## config.mk

```make
export PLATFORM = sky130hd
export DESIGN_NAME = prescaled_down_timer
export DESIGN_NICKNAME = d
export VERILOG_FILES = /design/src/design/prescaled_down_timer_pkg.sv /design/src/design/prescaled_down_timer.sv
export VERILOG_INCLUDE_DIRS = /design/src /design/src/design
export SDC_FILE = /design/constraint.sdc
export NUM_CORES = 1
export LEC_CHECK = 0
export ABC_AREA = 1
export BUFFER_PORTS_ARGS = -buffer_cell sky130_fd_sc_hd__buf_2
export CORE_MARGIN = 8
export CORE_UTILIZATION = 40
export DETAILED_ROUTE_END_ITERATION = 6
export GPL_TIMING_DRIVEN = 1
export MAX_ROUTING_LAYER = met4
export PLACE_DENSITY_LB_ADDON = 0.2
export SKIP_LAST_GASP = 1
export SLEW_MARGIN = 0
export SYNTH_ARGS = -nofsm -noshare
export SYNTH_HDL_FRONTEND = slang
export SYNTH_SLANG_ARGS = --single-unit
export TNS_END_PERCENT = 100
```

## constraint.sdc

```tcl
create_clock -name mclk -period 1.63 [get_ports mclk]
set_input_delay 0.0815 -clock mclk [delete_from_list [all_inputs] [get_ports mclk]]
set_output_delay 0.0815 -clock mclk [all_outputs]
set_load 0.02 [all_outputs]
```

## src/design/prescaled_down_timer_defines.svh

```systemverilog
// constants for the prescaled down timer
`ifndef PRESCALED_DOWN_TIMER_DEFINES_SVH
`define PRESCALED_DOWN_TIMER_DEFINES_SVH
`define TMR_COUNT_POR 8'hF0
`define TMR_BIT_FLAG 7
`define TMR_BIT_MASK 6
`define TMR_BIT_SRC 5
`define TMR_BIT_EXT 4
`define TMR_BIT_PCLR 3
`define TMR_PSC_WIDTH 7
`endif

```

## src/design/prescaled_down_timer_pkg.sv

```systemverilog
// types shared by the prescaled down timer
package prescaled_down_timer_pkg;
    typedef struct packed {
        logic irq_request_flag;
        logic irq_mask_bit;
        logic source_select_bit;
        logic external_enable_bit;
        logic prescaler_clear_bit;
        logic [2:0] prescale_sel;
    } timer_control_t;
    typedef enum logic [1:0] {
        SRC_INTERNAL = 2'b00,
        SRC_GATED = 2'b01,
        SRC_OFF = 2'b10,
        SRC_PIN = 2'b11
    } src_mode_t;
endpackage : prescaled_down_timer_pkg

```

## src/design/prescaled_down_timer.sv

```systemverilog
// prescaled 8-bit down timer with control register
`timescale 1ns/1ps
`default_nettype none
`include "prescaled_down_timer_defines.svh"

module prescaled_down_timer #(
    parameter int PSC_WIDTH = `TMR_PSC_WIDTH
) (
    input wire logic mclk,
    input wire logic reset_n,
    input wire logic por_n,
    input wire logic stop_mode,
    input wire logic cycle_tick,
    input wire logic timer_pin,
    input wire logic write_strobe_phase,
    input wire logic counter_sel,
    input wire logic control_sel,
    input wire logic [7:0] write_data,
    output logic [7:0] counter_value,
    output logic [7:0] control_value,
    output logic timer_irq
);
    // ------------------------------------------------------------
    // pin synchroniser
    // ------------------------------------------------------------
    logic [2:0] pin_sync;
    logic pin_level;
    always_ff @(posedge mclk) begin
        pin_sync <= {pin_sync[1:0], timer_pin};
        if (pin_sync[2] == pin_sync[1]) begin
            pin_level <= pin_sync[2];
        end
    end
    logic pin_prev;
    always_ff @(posedge mclk) begin
        pin_prev <= pin_level;
    end
    wire pin_fall = pin_prev & ~pin_level;

    // ------------------------------------------------------------
    // control register
    // ------------------------------------------------------------
    prescaled_down_timer_pkg::timer_control_t ctrl;
    logic [7:0] count;
    logic [PSC_WIDTH-1:0] psc;
    logic tap_prev;
    wire wr_count = write_strobe_phase & counter_sel;
    wire wr_ctrl = write_strobe_phase & control_sel;
    wire hard_clear = ~reset_n | ~por_n | stop_mode;
    wire [1:0] mode_bits = {ctrl.source_select_bit, ctrl.external_enable_bit};
    prescaled_down_timer_pkg::src_mode_t mode;
    assign mode = prescaled_down_timer_pkg::src_mode_t'(mode_bits);

    // input pulse selection per mode
    logic src_pulse;
    always_comb begin
        case (mode)
            prescaled_down_timer_pkg::SRC_INTERNAL: src_pulse = cycle_tick;
            prescaled_down_timer_pkg::SRC_GATED: src_pulse = cycle_tick & pin_level;
            prescaled_down_timer_pkg::SRC_OFF: src_pulse = 1'b0;
            prescaled_down_timer_pkg::SRC_PIN: src_pulse = pin_fall;
            default: src_pulse = 1'b0;
        endcase
    end

    // divide by 1 taps the input pulse directly; others a prescaler bit
    wire [PSC_WIDTH:0] taps = {psc, src_pulse};
    wire tap = taps[ctrl.prescale_sel];
    wire dec_pulse = (ctrl.prescale_sel == 3'h0) ? src_pulse : (tap & ~tap_prev);
    // power-on clears too, so the divider never starts from an unknown value
    wire psc_clear = stop_mode | ~por_n | (wr_ctrl & write_data[`TMR_BIT_PCLR]);
    wire hit_zero = dec_pulse & ~wr_count & ~stop_mode & (count == 8'h01);

    always_ff @(posedge mclk) begin
        if (psc_clear) begin
            psc <= '0;
            tap_prev <= 1'b0;
        end else begin
            if (src_pulse) begin
                psc <= psc + 1'b1;
            end
            tap_prev <= tap;
        end
    end

    // source, enable and prescale select have no reset: they survive reset
    always_ff @(posedge mclk) begin
        if (wr_ctrl) begin
            ctrl.source_select_bit <= write_data[`TMR_BIT_SRC];
            ctrl.external_enable_bit <= write_data[`TMR_BIT_EXT];
            ctrl.prescale_sel <= write_data[2:0];
        end
        ctrl.prescaler_clear_bit <= 1'b0;
    end

    always_ff @(posedge mclk) begin
        if (hard_clear) begin
            ctrl.irq_request_flag <= 1'b0;
            ctrl.irq_mask_bit <= 1'b1;
        end else begin
            // hardware set wins over software clear
            ctrl.irq_request_flag <= hit_zero
                | (wr_ctrl ? write_data[`TMR_BIT_FLAG] : ctrl.irq_request_flag);
            if (wr_ctrl) begin
                ctrl.irq_mask_bit <= write_data[`TMR_BIT_MASK];
            end
        end
    end

    // ------------------------------------------------------------
    // counter
    // ------------------------------------------------------------
    always_ff @(posedge mclk) begin
        if (~por_n | stop_mode) begin
            count <= `TMR_COUNT_POR;
        end else if (wr_count) begin
            count <= write_data;
        end else if (dec_pulse) begin
            count <= count - 8'h01;
        end
    end

    // ------------------------------------------------------------
    // outputs
    // ------------------------------------------------------------
    always_ff @(posedge mclk) begin
        counter_value <= count;
        control_value <= {ctrl.irq_request_flag, ctrl.irq_mask_bit,
                          ctrl.source_select_bit, ctrl.external_enable_bit,
                          1'b0, ctrl.prescale_sel};
        timer_irq <= ctrl.irq_request_flag & ~ctrl.irq_mask_bit;
    end

    // ------------------------------------------------------------
    // assertions
    // ------------------------------------------------------------
    property p_irq_follows;
        @(posedge mclk) disable iff (!reset_n)
        ##1 timer_irq == $past(ctrl.irq_request_flag & ~ctrl.irq_mask_bit);
    endproperty
    a_irq_follows: assert property (p_irq_follows) else $error("irq mismatch");

    property p_zero_sets_flag;
        @(posedge mclk) disable iff (!reset_n || !por_n)
        hit_zero |=> ctrl.irq_request_flag && count == 8'h00;
    endproperty
    a_zero_sets_flag: assert property (p_zero_sets_flag) else $error("flag not set");

    property p_stop_clears;
        @(posedge mclk) stop_mode |=> count == `TMR_COUNT_POR && ctrl.irq_mask_bit
            && !ctrl.irq_request_flag && psc == '0;
    endproperty
    a_stop_clears: assert property (p_stop_clears) else $error("stop effect missing");

    property p_write_load;
        @(posedge mclk) disable iff (!reset_n)
        wr_count && por_n && !stop_mode |=> count == $past(write_data);
    endproperty
    a_write_load: assert property (p_write_load) else $error("counter load failed");

    property p_off_holds;
        @(posedge mclk) disable iff (!reset_n)
        mode == prescaled_down_timer_pkg::SRC_OFF && !wr_count && !stop_mode && por_n
            |=> $stable(count);
    endproperty
    a_off_holds: assert property (p_off_holds) else $error("count moved while off");

    property p_wrap;
        @(posedge mclk) disable iff (!reset_n)
        count == 8'h00 && dec_pulse && !wr_count && !stop_mode && por_n |=> count == 8'hFF;
    endproperty
    a_wrap: assert property (p_wrap) else $error("no wrap");

    property p_pclr_reads_zero;
        @(posedge mclk) disable iff (!reset_n)
        control_value[3] == 1'b0;
    endproperty
    a_pclr_reads_zero: assert property (p_pclr_reads_zero) else $error("bit 3 nonzero");

    property p_masked_flag;
        @(posedge mclk) disable iff (!reset_n)
        ctrl.irq_mask_bit && ctrl.irq_request_flag |=> !timer_irq;
    endproperty
    a_masked_flag: assert property (p_masked_flag) else $error("masked irq seen");

    property p_masked_sets;
        @(posedge mclk) disable iff (!reset_n || !por_n)
        hit_zero && ctrl.irq_mask_bit |=> ctrl.irq_request_flag;
    endproperty
    a_masked_sets: assert property (p_masked_sets) else $error("masked flag not set");

    property p_write_one;
        @(posedge mclk) disable iff (!reset_n || !por_n)
        wr_ctrl && write_data[`TMR_BIT_FLAG] && !stop_mode |=> ctrl.irq_request_flag;
    endproperty
    a_write_one: assert property (p_write_one) else $error("flag write ignored");

    property p_flag_sticky;
        @(posedge mclk) disable iff (!reset_n || !por_n)
        ctrl.irq_request_flag && !wr_ctrl && !stop_mode |=> ctrl.irq_request_flag;
    endproperty
    a_flag_sticky: assert property (p_flag_sticky) else $error("flag dropped");

    property p_mask_sticky;
        @(posedge mclk) disable iff (!reset_n)
        ctrl.irq_mask_bit && !wr_ctrl |=> ctrl.irq_mask_bit;
    endproperty
    a_mask_sticky: assert property (p_mask_sticky) else $error("mask dropped");

    // ------------------------------------------------------------
    // assertions: control register and resets
    // ------------------------------------------------------------
    property p_ctrl_write;
        @(posedge mclk) disable iff (!reset_n || !por_n)
        wr_ctrl && !stop_mode |=> ctrl.irq_mask_bit == $past(write_data[`TMR_BIT_MASK])
            && ctrl.source_select_bit == $past(write_data[`TMR_BIT_SRC])
            && ctrl.external_enable_bit == $past(write_data[`TMR_BIT_EXT])
            && ctrl.prescale_sel == $past(write_data[2:0]);
    endproperty
    a_ctrl_write: assert property (p_ctrl_write) else $error("control write lost");

    property p_reset_keeps;
        @(posedge mclk) disable iff (!por_n)
        !reset_n && !wr_ctrl |=> $stable(ctrl.source_select_bit)
            && $stable(ctrl.external_enable_bit);
    endproperty
    a_reset_keeps: assert property (p_reset_keeps) else $error("source bits reset");

    property p_reset_keeps_sel;
        @(posedge mclk) disable iff (!por_n)
        !reset_n && !wr_ctrl |=> $stable(ctrl.prescale_sel);
    endproperty
    a_reset_keeps_sel: assert property (p_reset_keeps_sel) else $error("select reset");

    property p_por_loads;
        @(posedge mclk) !por_n |=> count == `TMR_COUNT_POR && ctrl.irq_mask_bit
            && !ctrl.irq_request_flag;
    endproperty
    a_por_loads: assert property (p_por_loads) else $error("power-on load missing");

    property p_pclr_clears;
        @(posedge mclk) wr_ctrl && write_data[`TMR_BIT_PCLR] |=> psc == '0;
    endproperty
    a_pclr_clears: assert property (p_pclr_clears) else $error("prescaler not cleared");

    // ------------------------------------------------------------
    // assertions: count path and clock sources
    // ------------------------------------------------------------
    property p_decrement;
        @(posedge mclk) disable iff (!por_n)
        dec_pulse && !wr_count && !stop_mode |=> count == $past(count) - 8'h01;
    endproperty
    a_decrement: assert property (p_decrement) else $error("no decrement");

    property p_hold;
        @(posedge mclk) disable iff (!por_n)
        !dec_pulse && !wr_count && !stop_mode |=> $stable(count);
    endproperty
    a_hold: assert property (p_hold) else $error("count moved without pulse");

    property p_read_reg;
        @(posedge mclk) disable iff (!por_n)
        ##1 counter_value == $past(count);
    endproperty
    a_read_reg: assert property (p_read_reg) else $error("read value wrong");

    property p_psc_step;
        @(posedge mclk) disable iff (!por_n)
        src_pulse && !psc_clear |=> psc == $past(psc) + 1'b1;
    endproperty
    a_psc_step: assert property (p_psc_step) else $error("prescaler did not step");

    property p_off_psc;
        @(posedge mclk) disable iff (!por_n)
        mode == prescaled_down_timer_pkg::SRC_OFF && !psc_clear |=> $stable(psc);
    endproperty
    a_off_psc: assert property (p_off_psc) else $error("prescaler ran while off");

    property p_internal_src;
        @(posedge mclk) disable iff (!por_n)
        mode == prescaled_down_timer_pkg::SRC_INTERNAL |-> src_pulse == cycle_tick;
    endproperty
    a_internal_src: assert property (p_internal_src) else $error("internal source wrong");

    property p_gated_src;
        @(posedge mclk) disable iff (!por_n)
        mode == prescaled_down_timer_pkg::SRC_GATED |-> src_pulse == (cycle_tick && pin_level);
    endproperty
    a_gated_src: assert property (p_gated_src) else $error("gated source wrong");

    property p_pin_src;
        @(posedge mclk) disable iff (!por_n)
        mode == prescaled_down_timer_pkg::SRC_PIN |-> src_pulse == (pin_prev && !pin_level);
    endproperty
    a_pin_src: assert property (p_pin_src) else $error("pin source wrong");

    // a pin change counts only once two stages agree
    property p_sync_agree;
        @(posedge mclk) pin_sync[2] != pin_sync[1] |=> $stable(pin_level);
    endproperty
    a_sync_agree: assert property (p_sync_agree) else $error("pin level moved early");
endmodule : prescaled_down_timer
`default_nettype wire

```

Word level (Yosys, flattened, before mapping)
Index checks and enable logic that the tools add are counted.

$add $sub $neg: 2. Multipliers: 0. Div/mod/pow operators: 0. Magnitude comparators: 1. Eq/ne operators: 5. Shift operators: 0. Muxes and demuxes: 7. Bitwise operators: 22. Reduce and logical (&&, ||, !) cells: 3.

Operators by type and width (number): $mux W8 (2); $and A1 B1 Y1 (10); $eq A8 B1 Y1 const B (1); $sub A8 B1 Y8 const B (1); $add A7 B1 Y7 const B (1); $not A1 Y1 (7); $or A1 B1 Y1 (5); $eq A2 B2 Y1 const B (2); $lt A3 B4 Y1 const B (1); $pmux W1 S4 (1); $bmux W1 S3 (1); $logic_not A3 Y1 (1); $mux W1 (3); $eq A2 B1 Y1 const B (1); $logic_not A2 Y1 (1); $reduce_bool A2 Y1 (1); $eq A1 B1 Y1 (1).

Bits in registers: 44. Bits in latches: 0. Memory bits (writable): 0. Memory bits (read-only): 0. Bits of input ports: 17. Output and inout bits: 17. Word-level logic and storage cells: 54. Memories kept: 0.

Depth between registers and ports, before layout
Word-level depth: 11. Gate-level depth with buffers: 12. Mapped depth without buffers: 12.

Worst setup path before layout
OpenSTA, ideal clock, no wires.

Kind: flip-flop to flip-flop. Start point: register pin_level. End point: register count[7]. Arrival time: 1.195 ns. Path slack: 0.312 ns. Stages on the path, launching flop included: 13. Buffers on the path: 0. Period minus slack after synthesis: 1.318 ns. Cell sequence: edfxtp_1 > inv_1 > nand2_1 > nand2_2 > nand2_4 > nand2_2 > nand2_2 > nand2_2 > nand2_2 > nand2_4 > nand3_4 > nand2_1 > nand3_1.

Word-level cells in the longest chain between the ends: 8. Elaborated cells on any way between the ends: 9. Those cells by class: mux: 4; bitwise: 4; reduce/logical: 1.

Ends and longest elaborated chain: start, declared (line prescaled_down_timer.sv:27) `logic pin_level;`; start signal, assigned (line prescaled_down_timer.sv:31) `pin_level <= pin_sync[2];`; $not A1 Y1 (line prescaled_down_timer.sv:38) `wire pin_fall = pin_prev & ~pin_level;`; $and A1 B1 Y1 (line prescaled_down_timer.sv:38); $pmux W1 S4 (*) (line prescaled_down_timer.sv:57) `case (mode)`; $bmux W1 S3 (line prescaled_down_timer.sv:68) `wire tap = taps[ctrl.prescale_sel];`; $mux W1 (not written as such) (line prescaled_down_timer.sv:68); $and A1 B1 Y1 (line prescaled_down_timer.sv:69) `wire dec_pulse = (ctrl.prescale_sel == 3'h0) ? src_pulse : (tap & ~tap_prev);`; $mux W1 (*) (line prescaled_down_timer.sv:69); $reduce_bool A2 Y1 (no line) (*); end signal, assigned (line prescaled_down_timer.sv:115) `` count <= `TMR_COUNT_POR; ``; end signal, assigned (line prescaled_down_timer.sv:117) `count <= write_data;`; end signal, assigned (line prescaled_down_timer.sv:119) `count <= count - 8'h01;`; end, declared (line prescaled_down_timer.sv:44) `logic [7:0] count;`.

Mark *: on every way between the ends. The rest lies on a longest branch, timed or not. The select of a mux whose other input is x is not followed. A chain may end at the register's enable or synchronous reset.

Worst setup path after layout
Start point: register ctrl[0] (netlist bit). End point: register count[5].

Word-level cells in the longest chain between the ends: 5. Elaborated cells on any way between the ends: 6. Those cells by class: mux: 3; bitwise: 1; reduce/logical: 2.

Ends and longest elaborated chain: start, declared (line prescaled_down_timer.sv:43) `prescaled_down_timer_pkg::timer_control_t ctrl;`; $bmux W1 S3 (line prescaled_down_timer.sv:68); $mux W1 (not written as such) (line prescaled_down_timer.sv:68); $and A1 B1 Y1 (line prescaled_down_timer.sv:69); $mux W1 (*) (line prescaled_down_timer.sv:69); $reduce_bool A2 Y1 (no line) (*).

Marks and branches as above.

==> results.py <==
metrics = {
    "critical_path": {
        "cp.arrival_ns": 1.68,
        "cp_max_fo": 7,
        "path_class": "flop to flop",
        "crit_chain": "buf_4 -> inv_1 -> nand2_1 -> a21oi_1 -> nand2_2 -> nand2_2 -> nand2_4 -> buf_12 -> nand4_1 -> nand3_1",
        "required_ns": 1.82,
        "cpLargestDelayFamily": "simple AND/OR/NAND/NOR gates",
        "start_kind": "flop",
        "cpPeakStageDelay_ns": 0.38,
        "end_kind": "flop",
        "crit_buf_inv": 3,
        "crit_path_top_delay_cell": "edfxtp_1",
        "crit_top_cell": "nand2_2",
    },
    "grt": {
        "grt_overflow": 0,
        "antenna_found_initial": 0,
        "grt_pass1_wl_um": 6120,
        "grt_usage": 0.1216,
        "grt_max_degree": 16,
        "grt_pass1_vias": 1392,
    },
    "power": {
        "p_per_area_nw_per_um2": 1067,
        "leakage_nw": 0.9550,
        "max-vdd-ir-drop_mv": 0.6903,
        "total_power_mw": 2.353,
    },
    "drt": {
        "totalWireLength_um": 3696,
        "first_iter_violations": 57,
        "drc": 0,
        "wl_per_cell_um": 12.36,
        "dr.pass1.iters": 4,
        "via_per_inst": 4.676,
        "postRouteAntennaNets": 0,
        "route.vias.total": 1398,
    },
    "cts": {
        "cts_buffers": 5,
        "clockRootBuffer": "clkbuf_8",
        "clockBufferDepth": 2,
        "clock_sinks": 44,
        "worstSkewPairLatency_ns": 0.30,
        "path_clk_slew_ns": 0.09,
        "cts_htree_levels": 2,
        "cts_tree": "built",
    },
    "finish": {
        "drive_gt1_frac": 0.2510,
        "layout_common_cells": "nand2_1, dfxtp_1, buf_2",
        "num-nets-final": 266,
        "post-route-util": 0.5170,
        "final_common_cell": "nand2_1",
        "syn2layout_area_growth_pct": 27.77,
        "diodes": 0,
        "stdcell_count": 299,
    },
    "placed_design": {
        "hpwlAfterDp_um": 2635,
        "port_buffers": 32,
        "gp_congestion": 0.8488,
        "dp_cells": 281,
        "place_ws_ns": 0.1176,
    },
    "sta": {
        "setup_viol": 0,
        "drv_slew": 0,
        "setup_ws_ns": 0.1327,
        "setup_tns_ns": 0,
        "hold_viol_final": 0,
        "slew_headroom": 0.6086,
        "final.min_clock_period_ns": 1.497,
        "skew_ns": 0.008072,
        "period_share": 0.9186,
        "worstMarginPinSlew_ns": 0.5831,
        "max_freq_ghz": 0.6679,
    },
    "run_status": {
        "status": "completed",
    },
    "synthesis": {
        "syn_avg_cell_area_um2": 8.714,
        "synth.distinct_cells": 24,
        "synth_area_um2": 1725,
        "synth-seq-cells": 44,
        "synth.yosys.seq_area_share": 0.5453,
        "synthTopCellsByArea": "dfxtp_1, edfxtp_1, nand2_1",
        "yosysTopAreaCellShare": 0.4409,
        "syn-num-nets": 218,
        "synth_warnings": 0,
        "synthCells": 198,
        "yosysTopAreaCell": "dfxtp_1",
    },
    "die": {
        "die_area_um2": 6671,
        "initial_utilization": 0.4046,
        "ios": 34,
        "die_width_um": 81.68,
        "rows": 24,
        "coreArea_um2": 4264,
        "die_y_um": 81.68,
    },
    "flow_run": {
        "maxCapViolations": 0,
    },
    "min_path": {
        "min_path_type": "input pin to flop",
    },
}
report_power, final:
group	internal [mW]	switching, mW	total [mW]	leakage (nW)
Combinational	0.131	0.182	0.313	0.531
Clock	0.461	0.385	0.846	0.0548
Sequential	1.15	0.0400	1.19	0.369
what timing repair did:
item,in CTS,in global routing
setup endpoints to repair,0,10
hold buffers,7,0
buffers inserted,0,3
hold endpoints to repair,7,0
resized for setup,0,7
layer usage:
layer	vias up	GRT usage	share of wire
met3	7	0.04158	0.040
met4	0	0.05088	0.019
met5	-	-	0
met2	23	0.1981	0.50
li1	747	-	-
met1	621	0.1330	0.44
metrics by stage:
stage          instance area (um2)  hold WS, ns
6_report                      2205      0.03664
5_1_grt                       2205      0.06247
4_1_cts                       2136      0.03095
3_5_place_dp                  1951       0.1915
3_3_place_gp                  1951       0.1842
2_1_floorplan                 1725       0.1092
path summary, 6_finish.rpt:
check | to | slack (ns) | cells after the start | startpoint
setup reg to reg | count[5]$_SDFFE_PP1P_ | 0.13 | 10 | ctrl[0]$_DFFE_PP_
hold reg to reg | pin_sync[1]$_DFF_P_ | 0.33 | 0 | pin_sync[0]$_DFF_P_
hold / removal | ctrl[7]$_SDFF_PP0_ | 0.04 | 3 | reset_n
setup / recovery | count[5]$_SDFFE_PP1P_ | 0.13 | 10 | ctrl[0]$_DFFE_PP_
registers in the layout (all words and copies together), names as in the netlist:
signal and count:
timer_irq 1, psc 7, tap_prev 1, control_value 7, pin_level 1, pin_prev 1, count 8, counter_value 8
pin_sync 3, ctrl 7
synth_stat cells, drive strengths merged:
cell    instances
a21oi          17
conb            1
dfxtp          38
or2             1
clkbuf          2
xnor2           5
o21bai          1
nor2           10
ha              3
inv            20
nand4          11
nand2          53
edfxtp          6
nor4            2
xor2            2
nor3            4
o21ai          11
nand3          10
buf             1
worst register-to-register path, stage by stage, from the launching register on:
cell and delay (ns):
edfxtp_1 0.38, buf_4 0.16, inv_1 0.08, nand2_1 0.06, a21oi_1 0.17, nand2_2 0.08
nand2_2 0.07, nand2_4 0.09, buf_12 0.14, nand4_1 0.06, nand3_1 0.08
logic make-up after synthesis:
family	after synthesis	share of synthesized area
simple gates	91	0.2574
flops	44	0.5453
compound gates	29	0.08557
buf+inv	23	0.05221
xor+xnor	7	0.03553
fa+ha+maj	3	0.02176
other cells	1	0.002173
area by class of cell:
class | count | area [um2]
sequential | 44 | 940.9
clock inverter | 3 | 46.29
multi-input combinational | 131 | 723.2
timing repair buffer | 44 | 285.3
inverter | 20 | 75.07
clock buffer | 5 | 68.82
tap | 52 | 65.06
fill | 420 | 2059
Note: power is estimated with default switching activity, not from simulation.
